### config.mk
export PLATFORM = sky130hd
export DESIGN_NAME = swp_link_top
export DESIGN_NICKNAME = d
export VERILOG_FILES = /design/src/hdl/swp_pkg.sv /design/src/hdl/swp_link_top.sv /design/src/hdl/swp_cal_mem.sv /design/src/hdl/swp_two_buf.sv
export VERILOG_INCLUDE_DIRS = /design/src /design/src/hdl
export SDC_FILE = /design/constraint.sdc
export NUM_CORES = 1
export LEC_CHECK = 0
export BUFFER_PORTS_ARGS = -buffer_cell sky130_fd_sc_hd__buf_2
export CORE_ASPECT_RATIO = 0.5
export CORE_MARGIN = 2
export CORE_UTILIZATION = 30
export DETAILED_ROUTE_END_ITERATION = 8
export SYNTH_ARGS = -nofsm -noshare
export SYNTH_HDL_FRONTEND = slang
export SYNTH_SLANG_ARGS = --single-unit
### constraint.sdc
create_clock -name CORE_CLK_I -period 4.6 [get_ports CORE_CLK_I]
set_clock_uncertainty 0.15 [all_clocks]
set_input_delay 0.69 -clock CORE_CLK_I [delete_from_list [all_inputs] [get_ports CORE_CLK_I]]
set_output_delay 0.69 -clock CORE_CLK_I [all_outputs]
set_load 0.03 [all_outputs]
### src/hdl/swp_defs.svh
// Constants of the single-wire programming link: rates, times, fields, addresses.
// Assumes a 40 MHz core clock; all protocol times run on a 4 MHz tick taken from it.
`ifndef SWP_DEFS_SVH
`define SWP_DEFS_SVH
`define SWP_CLK_HZ 40000000
`define SWP_OSC_HZ 4000000
`define SWP_OSC_DIV (`SWP_CLK_HZ / `SWP_OSC_HZ)
`define SWP_TICKS_PER_US (`SWP_OSC_HZ / 1000000)
`define SWP_TX_PERIOD_US 510
`define SWP_TX_PERIOD_MAX_US 695
`define SWP_TX_PERIOD_TICKS (`SWP_TX_PERIOD_US * `SWP_TICKS_PER_US)
`define SWP_DUTY_SHORT_PCT 30
`define SWP_GAP_US 5
`define SWP_GAP_TICKS (`SWP_GAP_US * `SWP_TICKS_PER_US)
`define SWP_REQ_LOW_US 100
`define SWP_REQ_LOW_TICKS (`SWP_REQ_LOW_US * `SWP_TICKS_PER_US)
`define SWP_REQ_DLY_US 1000
`define SWP_REQ_DLY_TICKS (`SWP_REQ_DLY_US * `SWP_TICKS_PER_US)
`define SWP_RX_TMO_US 2500
`define SWP_RX_TMO_TICKS (`SWP_RX_TMO_US * `SWP_TICKS_PER_US)
`define SWP_ECHO_BYTE 8'hA5
`define SWP_ADDR_CLAMP_A 6'h13
`define SWP_ADDR_CLAMP_B 6'h17
`define SWP_ADDR_HI_FIELD 7:6
`define SWP_ADDR_FIELD 5:0
`define SWP_DATA_HI_FIELD 7:5
`define SWP_DATA_FIELD 4:0
`define SWP_NIB_FIELD 3:0
`define SWP_CLAMP_LOW_FIELD 2:0
`define SWP_CLAMP_HI_A_BIT 3
`define SWP_CLAMP_HI_B_FIELD 1:0
`define SWP_ADC_MSB_FIELD 9:2
`define SWP_ADC_LSB_FIELD 1:0
`define SWP_LAST_BIT 4'h7
`endif

### src/hdl/swp_pkg.sv
// Types shared by the single-wire programming link modules.
// Assumes swp_defs.svh supplies the numeric constants.
package swp_pkg;
   typedef enum logic [8:0] {
      ST_NORMAL = 9'h001,
      ST_ARMED = 9'h002,
      ST_REQ_DLY = 9'h004,
      ST_RX_CMD = 9'h008,
      ST_RX_ADDR = 9'h010,
      ST_RX_DATA = 9'h020,
      ST_MEM_RD = 9'h040,
      ST_SEND = 9'h080,
      ST_TEST = 9'h100
   } swp_main_st_t;
   typedef enum logic [3:0] {
      TX_IDLE = 4'h1,
      TX_GAP = 4'h2,
      TX_LOW = 4'h4,
      TX_HIGH = 4'h8
   } swp_tx_st_t;
   typedef enum logic [2:0] {
      RX_WAIT = 3'h1,
      RX_LOW = 3'h2,
      RX_HIGH = 3'h4
   } swp_rx_st_t;
   typedef struct packed {
      logic we;
      logic re;
      logic [5:0] addr;
      logic [4:0] wdata;
   } swp_mem_req_t;
endpackage

### src/hdl/swp_link_top.sv
// Single-wire programming link: request detect, bit codec, command engine, clamp codes.
// Assumes LINE_I is a clean digital view of the output pin, synchronous to CORE_CLK_I.
`timescale 1ns/1ps
`include "swp_defs.svh"
module swp_link_top import swp_pkg::*; #(
   parameter logic [13:0] TX_PERIOD_TICKS = 14'(`SWP_TX_PERIOD_TICKS),
   parameter logic [13:0] REQ_LOW_TICKS = 14'(`SWP_REQ_LOW_TICKS),
   parameter logic [13:0] REQ_DLY_TICKS = 14'(`SWP_REQ_DLY_TICKS),
   parameter logic [13:0] RX_TMO_TICKS = 14'(`SWP_RX_TMO_TICKS),
   parameter logic [7:0] OP_STOP = 8'h01,
   parameter logic [7:0] OP_ECHO = 8'h02,
   parameter logic [7:0] OP_WRITE = 8'h03,
   parameter logic [7:0] OP_READ = 8'h04,
   parameter logic [7:0] OP_TEMP = 8'h05,
   parameter logic [7:0] OP_LOCK = 8'h06,
   parameter logic [7:0] OP_TEST_POS = 8'h07,
   parameter logic [7:0] OP_TEST_NEG = 8'h08,
   parameter logic LONG_LOW_IS_ONE = 1'b1
) (
   input wire logic CORE_CLK_I,
   input wire logic RESET_N_I,
   input wire logic LINE_I,
   output logic LINE_O,
   output logic LINE_OE_O,
   input wire logic [9:0] TEMP_ADC_I,
   output logic ANALOG_EN_O,
   output logic COMM_MODE_O,
   output logic TEST_POS_O,
   output logic TEST_NEG_O,
   output logic [2:0] CLAMP_LOW_O,
   output logic [2:0] CLAMP_HIGH_O,
   output logic LOCKED_O,
   output logic PARITY_ERR_O
);
   localparam logic [13:0] TX_SHORT = 14'(32'(TX_PERIOD_TICKS) * `SWP_DUTY_SHORT_PCT / 100);
   localparam logic [13:0] TX_LONG = TX_PERIOD_TICKS - TX_SHORT;
   localparam logic [13:0] GAP_TICKS = 14'(`SWP_GAP_TICKS);

   logic [3:0] div_ff;
   logic tick;
   swp_main_st_t st_ff;
   logic [13:0] cnt_ff;
   logic is_wr_ff;
   logic [5:0] addr_ff;
   logic [1:0] send_cnt_ff;
   logic [7:0] send_b0_ff;
   logic [7:0] send_b1_ff;
   logic lock_ff;
   logic [3:0] sh_a_ff;
   logic [3:0] sh_b_ff;
   swp_rx_st_t rx_st_ff;
   logic line_q_ff;
   logic [13:0] lo_ff;
   logic [13:0] hi_ff;
   logic [7:0] rx_sh_ff;
   logic [3:0] rx_bit_ff;
   logic rx_stb_ff;
   logic [7:0] rx_byte_ff;
   logic rx_en;
   logic fall;
   logic rx_shift;
   logic rx_val;
   swp_tx_st_t tx_st_ff;
   logic [13:0] tcnt_ff;
   logic [7:0] tsh_ff;
   logic [3:0] tbit_ff;
   logic [13:0] low_len;
   logic bi_ready;
   logic bo_valid;
   logic bo_ready;
   logic [7:0] bo_data;
   logic bi_valid;
   swp_mem_req_t mreq;
   logic [4:0] mem_rdata;
   logic mem_perr;
   logic rd_pend_ff;
   logic test_neg_ff;

   // All protocol timing runs on this tick, so it scales with the oscillator
   assign tick = (div_ff == 4'(`SWP_OSC_DIV - 1));

   always_ff @(posedge CORE_CLK_I or negedge RESET_N_I) begin
      if (!RESET_N_I) begin
         div_ff <= 4'h0;
      end else if (tick) begin
         div_ff <= 4'h0;
      end else begin
         div_ff <= div_ff + 4'h1;
      end
   end

   // Bit receiver: the low phase is compared with the high phase that follows
   assign rx_en = (st_ff == ST_RX_CMD) | (st_ff == ST_RX_ADDR) | (st_ff == ST_RX_DATA);
   assign fall = line_q_ff & !LINE_I;
   assign rx_shift = ((rx_st_ff == RX_HIGH) & (hi_ff >= lo_ff)) | ((rx_st_ff == RX_HIGH) & fall);
   // Short low decided once the high phase lasts as long as it; long low when the next edge comes first
   assign rx_val = (hi_ff >= lo_ff) ? !LONG_LOW_IS_ONE : LONG_LOW_IS_ONE;

   always_ff @(posedge CORE_CLK_I or negedge RESET_N_I) begin
      if (!RESET_N_I) begin
         line_q_ff <= 1'b1;
      end else begin
         line_q_ff <= LINE_I;
      end
   end

   always_ff @(posedge CORE_CLK_I or negedge RESET_N_I) begin
      if (!RESET_N_I) begin
         rx_st_ff <= RX_WAIT;
         lo_ff <= 14'h0000;
         hi_ff <= 14'h0000;
      end else if (!rx_en) begin
         rx_st_ff <= RX_WAIT;
      end else begin
         case (rx_st_ff)
            RX_WAIT: begin
               // High after the request is simply waited out
               if (fall) begin
                  rx_st_ff <= RX_LOW;
                  lo_ff <= 14'h0000;
               end
            end
            RX_LOW: begin
               if (LINE_I) begin
                  rx_st_ff <= RX_HIGH;
                  hi_ff <= 14'h0000;
               end else if (lo_ff >= RX_TMO_TICKS) begin
                  rx_st_ff <= RX_WAIT;
               end else if (tick) begin
                  lo_ff <= lo_ff + 14'h0001;
               end
            end
            RX_HIGH: begin
               if (fall) begin
                  rx_st_ff <= RX_LOW;
                  lo_ff <= 14'h0000;
               end else if (hi_ff >= lo_ff) begin
                  rx_st_ff <= RX_WAIT;
               end else if (tick) begin
                  hi_ff <= hi_ff + 14'h0001;
               end
            end
            default: rx_st_ff <= RX_WAIT;
         endcase
      end
   end

   // Byte assembly, first bit is the MSB; a stalled bit drops the partial byte
   always_ff @(posedge CORE_CLK_I or negedge RESET_N_I) begin
      if (!RESET_N_I) begin
         rx_sh_ff <= 8'h00;
         rx_bit_ff <= 4'h0;
         rx_stb_ff <= 1'b0;
         rx_byte_ff <= 8'h00;
      end else begin
         rx_stb_ff <= 1'b0;
         if (!rx_en | ((rx_st_ff == RX_LOW) & (lo_ff >= RX_TMO_TICKS))) begin
            rx_bit_ff <= 4'h0;
         end else if (rx_shift) begin
            rx_sh_ff <= {rx_sh_ff[6:0], rx_val};
            if (rx_bit_ff == `SWP_LAST_BIT) begin
               rx_bit_ff <= 4'h0;
               rx_stb_ff <= 1'b1;
               rx_byte_ff <= {rx_sh_ff[6:0], rx_val};
            end else begin
               rx_bit_ff <= rx_bit_ff + 4'h1;
            end
         end
      end
   end

   // Memory requests from the command engine
   always_comb begin
      mreq.addr = (st_ff == ST_RX_ADDR) ? rx_byte_ff[`SWP_ADDR_FIELD] : addr_ff;
      mreq.wdata = rx_byte_ff[`SWP_DATA_FIELD];
      mreq.re = (st_ff == ST_RX_ADDR) & rx_stb_ff & (rx_byte_ff[`SWP_ADDR_HI_FIELD] == 2'h0) & !is_wr_ff;
      mreq.we = (st_ff == ST_RX_DATA) & rx_stb_ff & (rx_byte_ff[`SWP_DATA_HI_FIELD] == 3'h0) & !lock_ff;
   end

   swp_cal_mem u_mem (
      .clk_i(CORE_CLK_I),
      .rst_n_i(RESET_N_I),
      .req_i(mreq),
      .rdata_o(mem_rdata),
      .perr_o(mem_perr)
   );

   // Command engine
   always_ff @(posedge CORE_CLK_I or negedge RESET_N_I) begin
      if (!RESET_N_I) begin
         st_ff <= ST_NORMAL;
         cnt_ff <= 14'h0000;
         is_wr_ff <= 1'b0;
         addr_ff <= 6'h00;
         send_cnt_ff <= 2'h0;
         send_b0_ff <= 8'h00;
         send_b1_ff <= 8'h00;
         TEST_POS_O <= 1'b0;
         TEST_NEG_O <= 1'b0;
         test_neg_ff <= 1'b0;
      end else begin
         case (st_ff)
            ST_NORMAL: begin
               if (LINE_I) begin
                  cnt_ff <= 14'h0000;
               end else if (cnt_ff >= REQ_LOW_TICKS) begin
                  st_ff <= ST_ARMED;
               end else if (tick) begin
                  cnt_ff <= cnt_ff + 14'h0001;
               end
            end
            ST_ARMED: begin
               if (LINE_I) begin
                  st_ff <= ST_REQ_DLY;
                  cnt_ff <= 14'h0000;
               end
            end
            ST_REQ_DLY: begin
               if (!LINE_I) begin
                  st_ff <= ST_ARMED;
               end else if (cnt_ff >= REQ_DLY_TICKS) begin
                  st_ff <= ST_RX_CMD;
               end else if (tick) begin
                  cnt_ff <= cnt_ff + 14'h0001;
               end
            end
            ST_RX_CMD: begin
               if (rx_stb_ff) begin
                  case (rx_byte_ff)
                     OP_STOP: begin
                        st_ff <= ST_NORMAL;
                        cnt_ff <= 14'h0000;
                     end
                     OP_ECHO: begin
                        send_b0_ff <= `SWP_ECHO_BYTE;
                        send_cnt_ff <= 2'h1;
                        st_ff <= ST_SEND;
                     end
                     OP_WRITE: begin
                        is_wr_ff <= 1'b1;
                        st_ff <= ST_RX_ADDR;
                     end
                     OP_READ: begin
                        is_wr_ff <= 1'b0;
                        st_ff <= ST_RX_ADDR;
                     end
                     OP_TEMP: begin
                        send_b0_ff <= TEMP_ADC_I[`SWP_ADC_MSB_FIELD];
                        send_b1_ff <= {TEMP_ADC_I[`SWP_ADC_LSB_FIELD], 6'h00};
                        send_cnt_ff <= 2'h2;
                        st_ff <= ST_SEND;
                     end
                     OP_TEST_POS: begin
                        test_neg_ff <= 1'b0;
                        st_ff <= ST_TEST;
                     end
                     OP_TEST_NEG: begin
                        test_neg_ff <= 1'b1;
                        st_ff <= ST_TEST;
                     end
                     default: st_ff <= ST_RX_CMD;
                  endcase
               end
            end
            ST_RX_ADDR: begin
               if (rx_stb_ff) begin
                  addr_ff <= rx_byte_ff[`SWP_ADDR_FIELD];
                  // Out-of-range address drops the command silently
                  if (rx_byte_ff[`SWP_ADDR_HI_FIELD] != 2'h0) begin
                     st_ff <= ST_RX_CMD;
                  end else begin
                     st_ff <= is_wr_ff ? ST_RX_DATA : ST_MEM_RD;
                  end
               end
            end
            ST_RX_DATA: begin
               if (rx_stb_ff) begin
                  st_ff <= ST_RX_CMD;
               end
            end
            ST_MEM_RD: begin
               send_b0_ff <= {3'h0, mem_rdata};
               send_cnt_ff <= 2'h1;
               st_ff <= ST_SEND;
            end
            ST_SEND: begin
               if (bi_valid & bi_ready) begin
                  send_b0_ff <= send_b1_ff;
                  send_cnt_ff <= send_cnt_ff - 2'h1;
               end else if ((send_cnt_ff == 2'h0) & !bo_valid & (tx_st_ff == TX_IDLE)) begin
                  st_ff <= ST_RX_CMD;
               end
            end
            // Only a chip reset leaves the test routing
            // Routing follows the state, so it never overlaps communication mode
            ST_TEST: begin
               st_ff <= ST_TEST;
               TEST_POS_O <= !test_neg_ff;
               TEST_NEG_O <= test_neg_ff;
            end
            default: st_ff <= ST_NORMAL;
         endcase
      end
   end

   // Lock survives everything but reset; parity flag is sticky
   always_ff @(posedge CORE_CLK_I or negedge RESET_N_I) begin
      if (!RESET_N_I) begin
         lock_ff <= 1'b0;
         PARITY_ERR_O <= 1'b0;
         rd_pend_ff <= 1'b0;
      end else begin
         rd_pend_ff <= mreq.re;
         if ((st_ff == ST_RX_CMD) & rx_stb_ff & (rx_byte_ff == OP_LOCK)) begin
            lock_ff <= 1'b1;
         end
         if (rd_pend_ff & mem_perr) begin
            PARITY_ERR_O <= 1'b1;
         end
      end
   end

   // Shadow of the clamp locations, kept in step with writes
   always_ff @(posedge CORE_CLK_I or negedge RESET_N_I) begin
      if (!RESET_N_I) begin
         sh_a_ff <= 4'h0;
         sh_b_ff <= 4'h0;
      end else if (mreq.we) begin
         if (addr_ff == `SWP_ADDR_CLAMP_A) begin
            sh_a_ff <= mreq.wdata[`SWP_NIB_FIELD];
         end
         if (addr_ff == `SWP_ADDR_CLAMP_B) begin
            sh_b_ff <= mreq.wdata[`SWP_NIB_FIELD];
         end
      end
   end

   assign CLAMP_LOW_O = sh_a_ff[`SWP_CLAMP_LOW_FIELD];
   assign CLAMP_HIGH_O = {sh_b_ff[`SWP_CLAMP_HI_B_FIELD], sh_a_ff[`SWP_CLAMP_HI_A_BIT]};
   assign LOCKED_O = lock_ff;

   // Reply bytes pass a two-entry buffer; the engine stalls on bi_ready
   assign bi_valid = (st_ff == ST_SEND) & (send_cnt_ff != 2'h0);
   assign bo_ready = (tx_st_ff == TX_IDLE);

   swp_two_buf u_buf (
      .clk_i(CORE_CLK_I),
      .rst_n_i(RESET_N_I),
      .in_valid_i(bi_valid),
      .in_ready_o(bi_ready),
      .in_data_i(send_b0_ff),
      .out_valid_o(bo_valid),
      .out_ready_i(bo_ready),
      .out_data_o(bo_data)
   );

   // Bit transmitter, MSB first, high gap before each byte
   assign low_len = (tsh_ff[7] == LONG_LOW_IS_ONE) ? TX_LONG : TX_SHORT;

   always_ff @(posedge CORE_CLK_I or negedge RESET_N_I) begin
      if (!RESET_N_I) begin
         tx_st_ff <= TX_IDLE;
         tcnt_ff <= 14'h0000;
         tsh_ff <= 8'h00;
         tbit_ff <= 4'h0;
      end else begin
         case (tx_st_ff)
            TX_IDLE: begin
               if (bo_valid) begin
                  tsh_ff <= bo_data;
                  tbit_ff <= 4'h0;
                  tcnt_ff <= 14'h0000;
                  tx_st_ff <= TX_GAP;
               end
            end
            TX_GAP: begin
               if (tick) begin
                  if (tcnt_ff == GAP_TICKS - 14'h0001) begin
                     tcnt_ff <= 14'h0000;
                     tx_st_ff <= TX_LOW;
                  end else begin
                     tcnt_ff <= tcnt_ff + 14'h0001;
                  end
               end
            end
            TX_LOW: begin
               if (tick) begin
                  if (tcnt_ff == low_len - 14'h0001) begin
                     tcnt_ff <= 14'h0000;
                     tx_st_ff <= TX_HIGH;
                  end else begin
                     tcnt_ff <= tcnt_ff + 14'h0001;
                  end
               end
            end
            TX_HIGH: begin
               if (tick) begin
                  // Low plus high always spans exactly one period
                  if (tcnt_ff == TX_PERIOD_TICKS - low_len - 14'h0001) begin
                     tcnt_ff <= 14'h0000;
                     tsh_ff <= {tsh_ff[6:0], 1'b0};
                     tbit_ff <= tbit_ff + 4'h1;
                     tx_st_ff <= (tbit_ff == `SWP_LAST_BIT) ? TX_IDLE : TX_LOW;
                  end else begin
                     tcnt_ff <= tcnt_ff + 14'h0001;
                  end
               end
            end
            default: tx_st_ff <= TX_IDLE;
         endcase
      end
   end

   // Pin ownership: driven through the whole reply, analog stage only outside communication mode
   always_ff @(posedge CORE_CLK_I or negedge RESET_N_I) begin
      if (!RESET_N_I) begin
         LINE_OE_O <= 1'b0;
         LINE_O <= 1'b1;
         ANALOG_EN_O <= 1'b1;
         COMM_MODE_O <= 1'b0;
      end else begin
         LINE_OE_O <= (st_ff == ST_SEND) | (tx_st_ff != TX_IDLE);
         LINE_O <= (tx_st_ff != TX_LOW);
         ANALOG_EN_O <= (st_ff == ST_NORMAL) | (st_ff == ST_ARMED) | (st_ff == ST_REQ_DLY) | (st_ff == ST_TEST);
         COMM_MODE_O <= rx_en | (st_ff == ST_MEM_RD) | (st_ff == ST_SEND);
      end
   end
endmodule

### src/hdl/swp_cal_mem.sv
// Calibration store: 64 words of four data bits plus parity, each kept three times.
// Assumes one request per cycle; read data and parity flag are registered.
`timescale 1ns/1ps
`include "swp_defs.svh"
module swp_cal_mem import swp_pkg::*; (
   input wire logic clk_i,
   input wire logic rst_n_i,
   input wire swp_mem_req_t req_i,
   output logic [4:0] rdata_o,
   output logic perr_o
);
   logic [4:0] copy_a [64];
   logic [4:0] copy_b [64];
   logic [4:0] copy_c [64];
   logic [4:0] voted;

   // Triple copies written together
   always_ff @(posedge clk_i) begin
      if (req_i.we) begin
         copy_a[req_i.addr] <= req_i.wdata;
         copy_b[req_i.addr] <= req_i.wdata;
         copy_c[req_i.addr] <= req_i.wdata;
      end
   end

   // Bitwise two-of-three; a single upset copy is outvoted
   assign voted = (copy_a[req_i.addr] & copy_b[req_i.addr]) | (copy_a[req_i.addr] & copy_c[req_i.addr])
                | (copy_b[req_i.addr] & copy_c[req_i.addr]);

   always_ff @(posedge clk_i or negedge rst_n_i) begin
      if (!rst_n_i) begin
         rdata_o <= 5'h00;
         perr_o <= 1'b0;
      end else if (req_i.re) begin
         rdata_o <= voted;
         perr_o <= ^voted;
      end
   end
endmodule

### src/hdl/swp_two_buf.sv
// Two-entry byte buffer with valid and ready on both sides.
// Assumes the drain side may stall for any time; in_ready_o then drops.
`timescale 1ns/1ps
module swp_two_buf (
   input wire logic clk_i,
   input wire logic rst_n_i,
   input wire logic in_valid_i,
   output logic in_ready_o,
   input wire logic [7:0] in_data_i,
   output logic out_valid_o,
   input wire logic out_ready_i,
   output logic [7:0] out_data_o
);
   logic [7:0] slot1_ff;
   logic [1:0] cnt_ff;
   logic push;
   logic pop;

   assign in_ready_o = (cnt_ff != 2'h2);
   assign out_valid_o = (cnt_ff != 2'h0);
   assign push = in_valid_i & in_ready_o;
   assign pop = out_valid_o & out_ready_i;

   always_ff @(posedge clk_i or negedge rst_n_i) begin
      if (!rst_n_i) begin
         cnt_ff <= 2'h0;
      end else if (push & !pop) begin
         cnt_ff <= cnt_ff + 2'h1;
      end else if (pop & !push) begin
         cnt_ff <= cnt_ff - 2'h1;
      end
   end

   // Head in out_data_o, second entry in slot1_ff
   always_ff @(posedge clk_i or negedge rst_n_i) begin
      if (!rst_n_i) begin
         out_data_o <= 8'h00;
         slot1_ff <= 8'h00;
      end else begin
         if (pop) begin
            out_data_o <= (cnt_ff == 2'h2) ? slot1_ff : in_data_i;
         end else if (push & (cnt_ff == 2'h0)) begin
            out_data_o <= in_data_i;
         end
         if (push & ((cnt_ff == 2'h2) | ((cnt_ff == 2'h1) & !pop))) begin
            slot1_ff <= in_data_i;
         end
      end
   end
endmodule

==> results.py <==
metrics = {
    "clocking": {
        "post_cts_buffers": 0,
        "cts_root_buf": "clkbuf_16",
        "clk_path_buf_depth": 3,
        "cts_made_buffers": 49,
        "clkTransAtPathRegs_ns": 0.06,
        "numClockSinks": 488,
        "cts_max_level": 2,
        "cts_tree": "built",
        "clk-insertion-delay-late_ns": 0.61,
    },
    "pwr": {
        "finalPower_uw": 8774,
        "p_int_uw": 6966,
        "powerDensity_mw_per_mm2": 342.0,
        "power.leakage_uw": 0.008809,
        "p_sw_uw": 1807,
        "pwr-share-clk_pct": 46.6,
        "netSwitchingFraction_pct": 20.60,
        "peakVddDrop_uv": 224.8,
        "seq_power_share_pct": 52.9,
        "p_comb_share_pct": 0.6,
    },
    "detailed_routing": {
        "wire_per_inst_um": 21.39,
        "vias": 16510,
        "ant_nets": 0,
        "drcViolationCount": 0,
        "drt_first_pass_iters": 6,
        "vias_per_cell": 5.470,
        "wl_um": 64540,
        "drt_iter0_drc": 1977,
    },
    "timing": {
        "setup_violations": 0,
        "tns_ns": 0,
        "slew_violations": 0,
        "rsz0062_at_grt": "no",
        "setup_slack_ns": 0.2142,
        "max_slew.worst_pin.slew_ns": 0.9709,
        "min_period_over_period_pct": 95.34,
        "period_minus_slack_ns": 4.386,
        "max_freq_mhz": 228.0,
        "maxSlewHeadroom_pct": 34.36,
        "hold_ws_ns": 0.1709,
        "hold_violations": 0,
    },
    "synthesis": {
        "synth_cell_type_count": 80,
        "postSynthCellCount": 1952,
        "synth_top_area_cell": "edfxtp_1",
        "synth.avg_cell_area_um2": 11.48,
        "yosysWarnings": 0,
        "netlist.area_leader.share_pct": 42.89,
        "synth_area_mm2": 0.02240,
        "synth-async-reset-ratio_pct": 34.43,
        "synth_seq_cells": 488,
        "ys_seq_area_share_pct": 61.69,
        "synthFlopType": "edfxtp_1",
        "synth_edf_count": 320,
        "synth_nets": 1992,
        "synth.area.top_cells": "edfxtp_1, dfrtp_1, nor2_1",
    },
    "grt": {
        "grt_pass1_wl_um": 97970,
        "grt_max_degree": 108,
        "grt_pass1_vias": 16020,
        "track_usage_pct": 16.44,
        "antenna_found_initial": 1,
        "overflow": 0,
    },
    "setup_path": {
        "cp-start-kind": "register",
        "crit_path_max_fanout": 24,
        "cp-end-kind": "register",
        "crit_type": "reg -> reg",
        "crit_arrival_ns": 4.73,
        "worstPathRequired_ns": 4.94,
    },
    "layout": {
        "fin_cells": 3018,
        "drive_gt1_share_pct": 13.05,
        "syn_to_final_growth_pct": 14.50,
        "final_nets": 2048,
        "diodes": 0,
    },
    "floorplan": {
        "fp.dieW_um": 390.5,
        "fp.coreArea_mm2": 0.07348,
        "initial_core_util_pct": 30.49,
        "pin_count": 27,
        "die_h_um": 197.2,
        "die-area_mm2": 0.07701,
        "rows": 70,
    },
    "place": {
        "place_inst": 2928,
        "dp_hpwl_um": 44980,
        "placement.io_buffers": 26,
        "gp_congestion": 0.9445,
        "pre_cts_slack_ns": 0.2568,
    },
    "flow_run": {
        "maxCapViolCount": 0,
    },
    "outcome": {
        "status": "finished clean",
    },
    "worst_hold_path": {
        "hold_path.class": "in -> reg",
    },
}
==> synthesized netlist by cell type, types with 18 or more instances <==
cell type / n
edfxtp_1: 320
nor2_1: 211
nand2_1: 182
dfrtp_1: 162
o21ai_0: 121
a21oi_1: 84
o22ai_1: 81
clkbuf_1: 78
nor3_1: 51
inv_1: 50
nand3_1: 49
a22oi_1: 43
mux2i_1: 42
mux2_2: 38
nor2b_1: 28
a31oi_1: 27
ha_1: 27
xnor2_1: 27
nand2b_1: 25
a211oi_1: 23
and3_1: 21
a2111oi_0: 19
nand4_1: 18
==> placed cells by master, fill, tap and decap left out, drive strengths merged, types with 14 or more instances in the layout <==
cell,n
a2111oi,20
a211oi,23
a21oi,84
a22oi,43
a31oi,27
and3,21
buf,104
clkbuf,69
clkinv,15
dfrtp,162
edfxtp,320
ha,27
inv,52
mux2,39
mux2i,42
nand2,183
nand2b,25
nand3,50
nand4,18
nor2,213
nor2b,28
nor3,55
nor4,16
o21ai,129
o221ai,14
o22ai,81
o31ai,14
xnor2,27
==> registers in the layout (all words and copies together) (netlist names), 3 cells and up <==
signal            count
u_mem.rdata_o         5
rx_sh_ff              7
tx_st_ff              4
sh_a_ff               4
addr_ff               6
rx_bit_ff             4
tsh_ff                8
u_buf.slot1_ff        8
tbit_ff               4
div_ff                4
lo_ff                14
rx_st_ff              3
u_mem.copy_c        195
cnt_ff               14
tcnt_ff              14
hi_ff                14
u_mem.copy_b        125
u_buf.out_data_o      8
send_b0_ff            8
st_ff                 9
rx_byte_ff            8
==> per-layer routing <==
| metal | GRT usage [%] | vias to the layer above | wire, µm |
|---|---|---|---|
| li1 | - | 7467 | - |
| met1 | 21.96 | 8135 | 27510 |
| met2 | 26.29 | 744 | 29370 |
| met3 | 3.348 | 160 | 5204 |
| met4 | 6.449 | 2 | 2446 |
| met5 | 0 | - | 11 |
==> power groups by stage <==
stage	combinational, µW	clock, µW	sequential [µW]
global placement	52.7	0	4730
floorplan	10.5	0	4730
detailed placement	53.4	0	4730
CTS	54.0	4140	4640
global route	59.9	4310	4630
finish	51.0	4090	4640
==> area by class of cell <==
cell class | instances | area (µm²)
inverters | 50 | 187.7
well taps | 972 | 1216
fillers | 7199 | 47830
repair buffers | 105 | 794.5
multi-input cells | 1314 | 8008
clock inverters | 20 | 205.2
clock buffers | 69 | 1413
flip-flops and latches | 488 | 13830
==> path summary, 6_finish.rpt <==
check / startpoint / endpoint / slack (ns) / depth (start not counted)
hold reg to reg: rd_pend_ff$_DFF_PN0_ / PARITY_ERR_O$_DFFE_PN0P_ / 0.30 / 1
setup reg to reg: st_ff[7]$_DFFE_PN0P_ / u_mem.perr_o$_DFFE_PN0P_ / 0.21 / 13
min in group asynchronous: RESET_N_I / sh_a_ff[1]$_DFFE_PN0P_ / 0.49 / 2
setup / recovery: st_ff[7]$_DFFE_PN0P_ / u_mem.perr_o$_DFFE_PN0P_ / 0.21 / 13
max in group asynchronous: RESET_N_I / tcnt_ff[12]$_DFFE_PN0P_ / 2.74 / 3
hold / removal: TEMP_ADC_I[0] / send_b1_ff[6]$_DFFE_PN0P_ / 0.17 / 2
==> critical path, stage by stage (launching register included) <==
cell     delay, ns
dfrtp_1       0.45
or3_1         0.61
nor3_4        0.60
mux2i_2       0.34
buf_4         0.35
a21oi_1       0.08
nor4_1        0.36
buf_4         0.18
o22ai_1       0.08
nor4_1        0.34
buf_4         0.21
xnor2_1       0.13
xnor2_1       0.10
mux2_4        0.26
==> per-stage QoR <==
stage	area [µm²]	utilization, %
finish	25650	34.91
global route	25650	34.91
CTS	25640	34.90
detailed placement	24010	32.68
global placement	24010	32.68
floorplan	22400	-
==> timing repair <==
action                                 in CTS  in global routing
setup endpoints to repair                   0                  1
gates resized for setup                     0                  3
endpoints found under the hold margin      59                  0
hold buffers                                1                  0
==> logic make-up (layout without fill, tap and decap cells) <==
group	count (synthesis)	after routing	synth area share, %
buffers and inverters	150	244	2.664
AND/OR/NAND/NOR	661	661	14.02
multiplexers	81	81	3.854
flip-flops	488	488	61.69
AO/OA/AOI/OAI	508	508	14.81
adder cells (fa/ha/maj)	27	27	1.508
XOR/XNOR	37	37	1.447
Power figures use the tool's default switching activity.
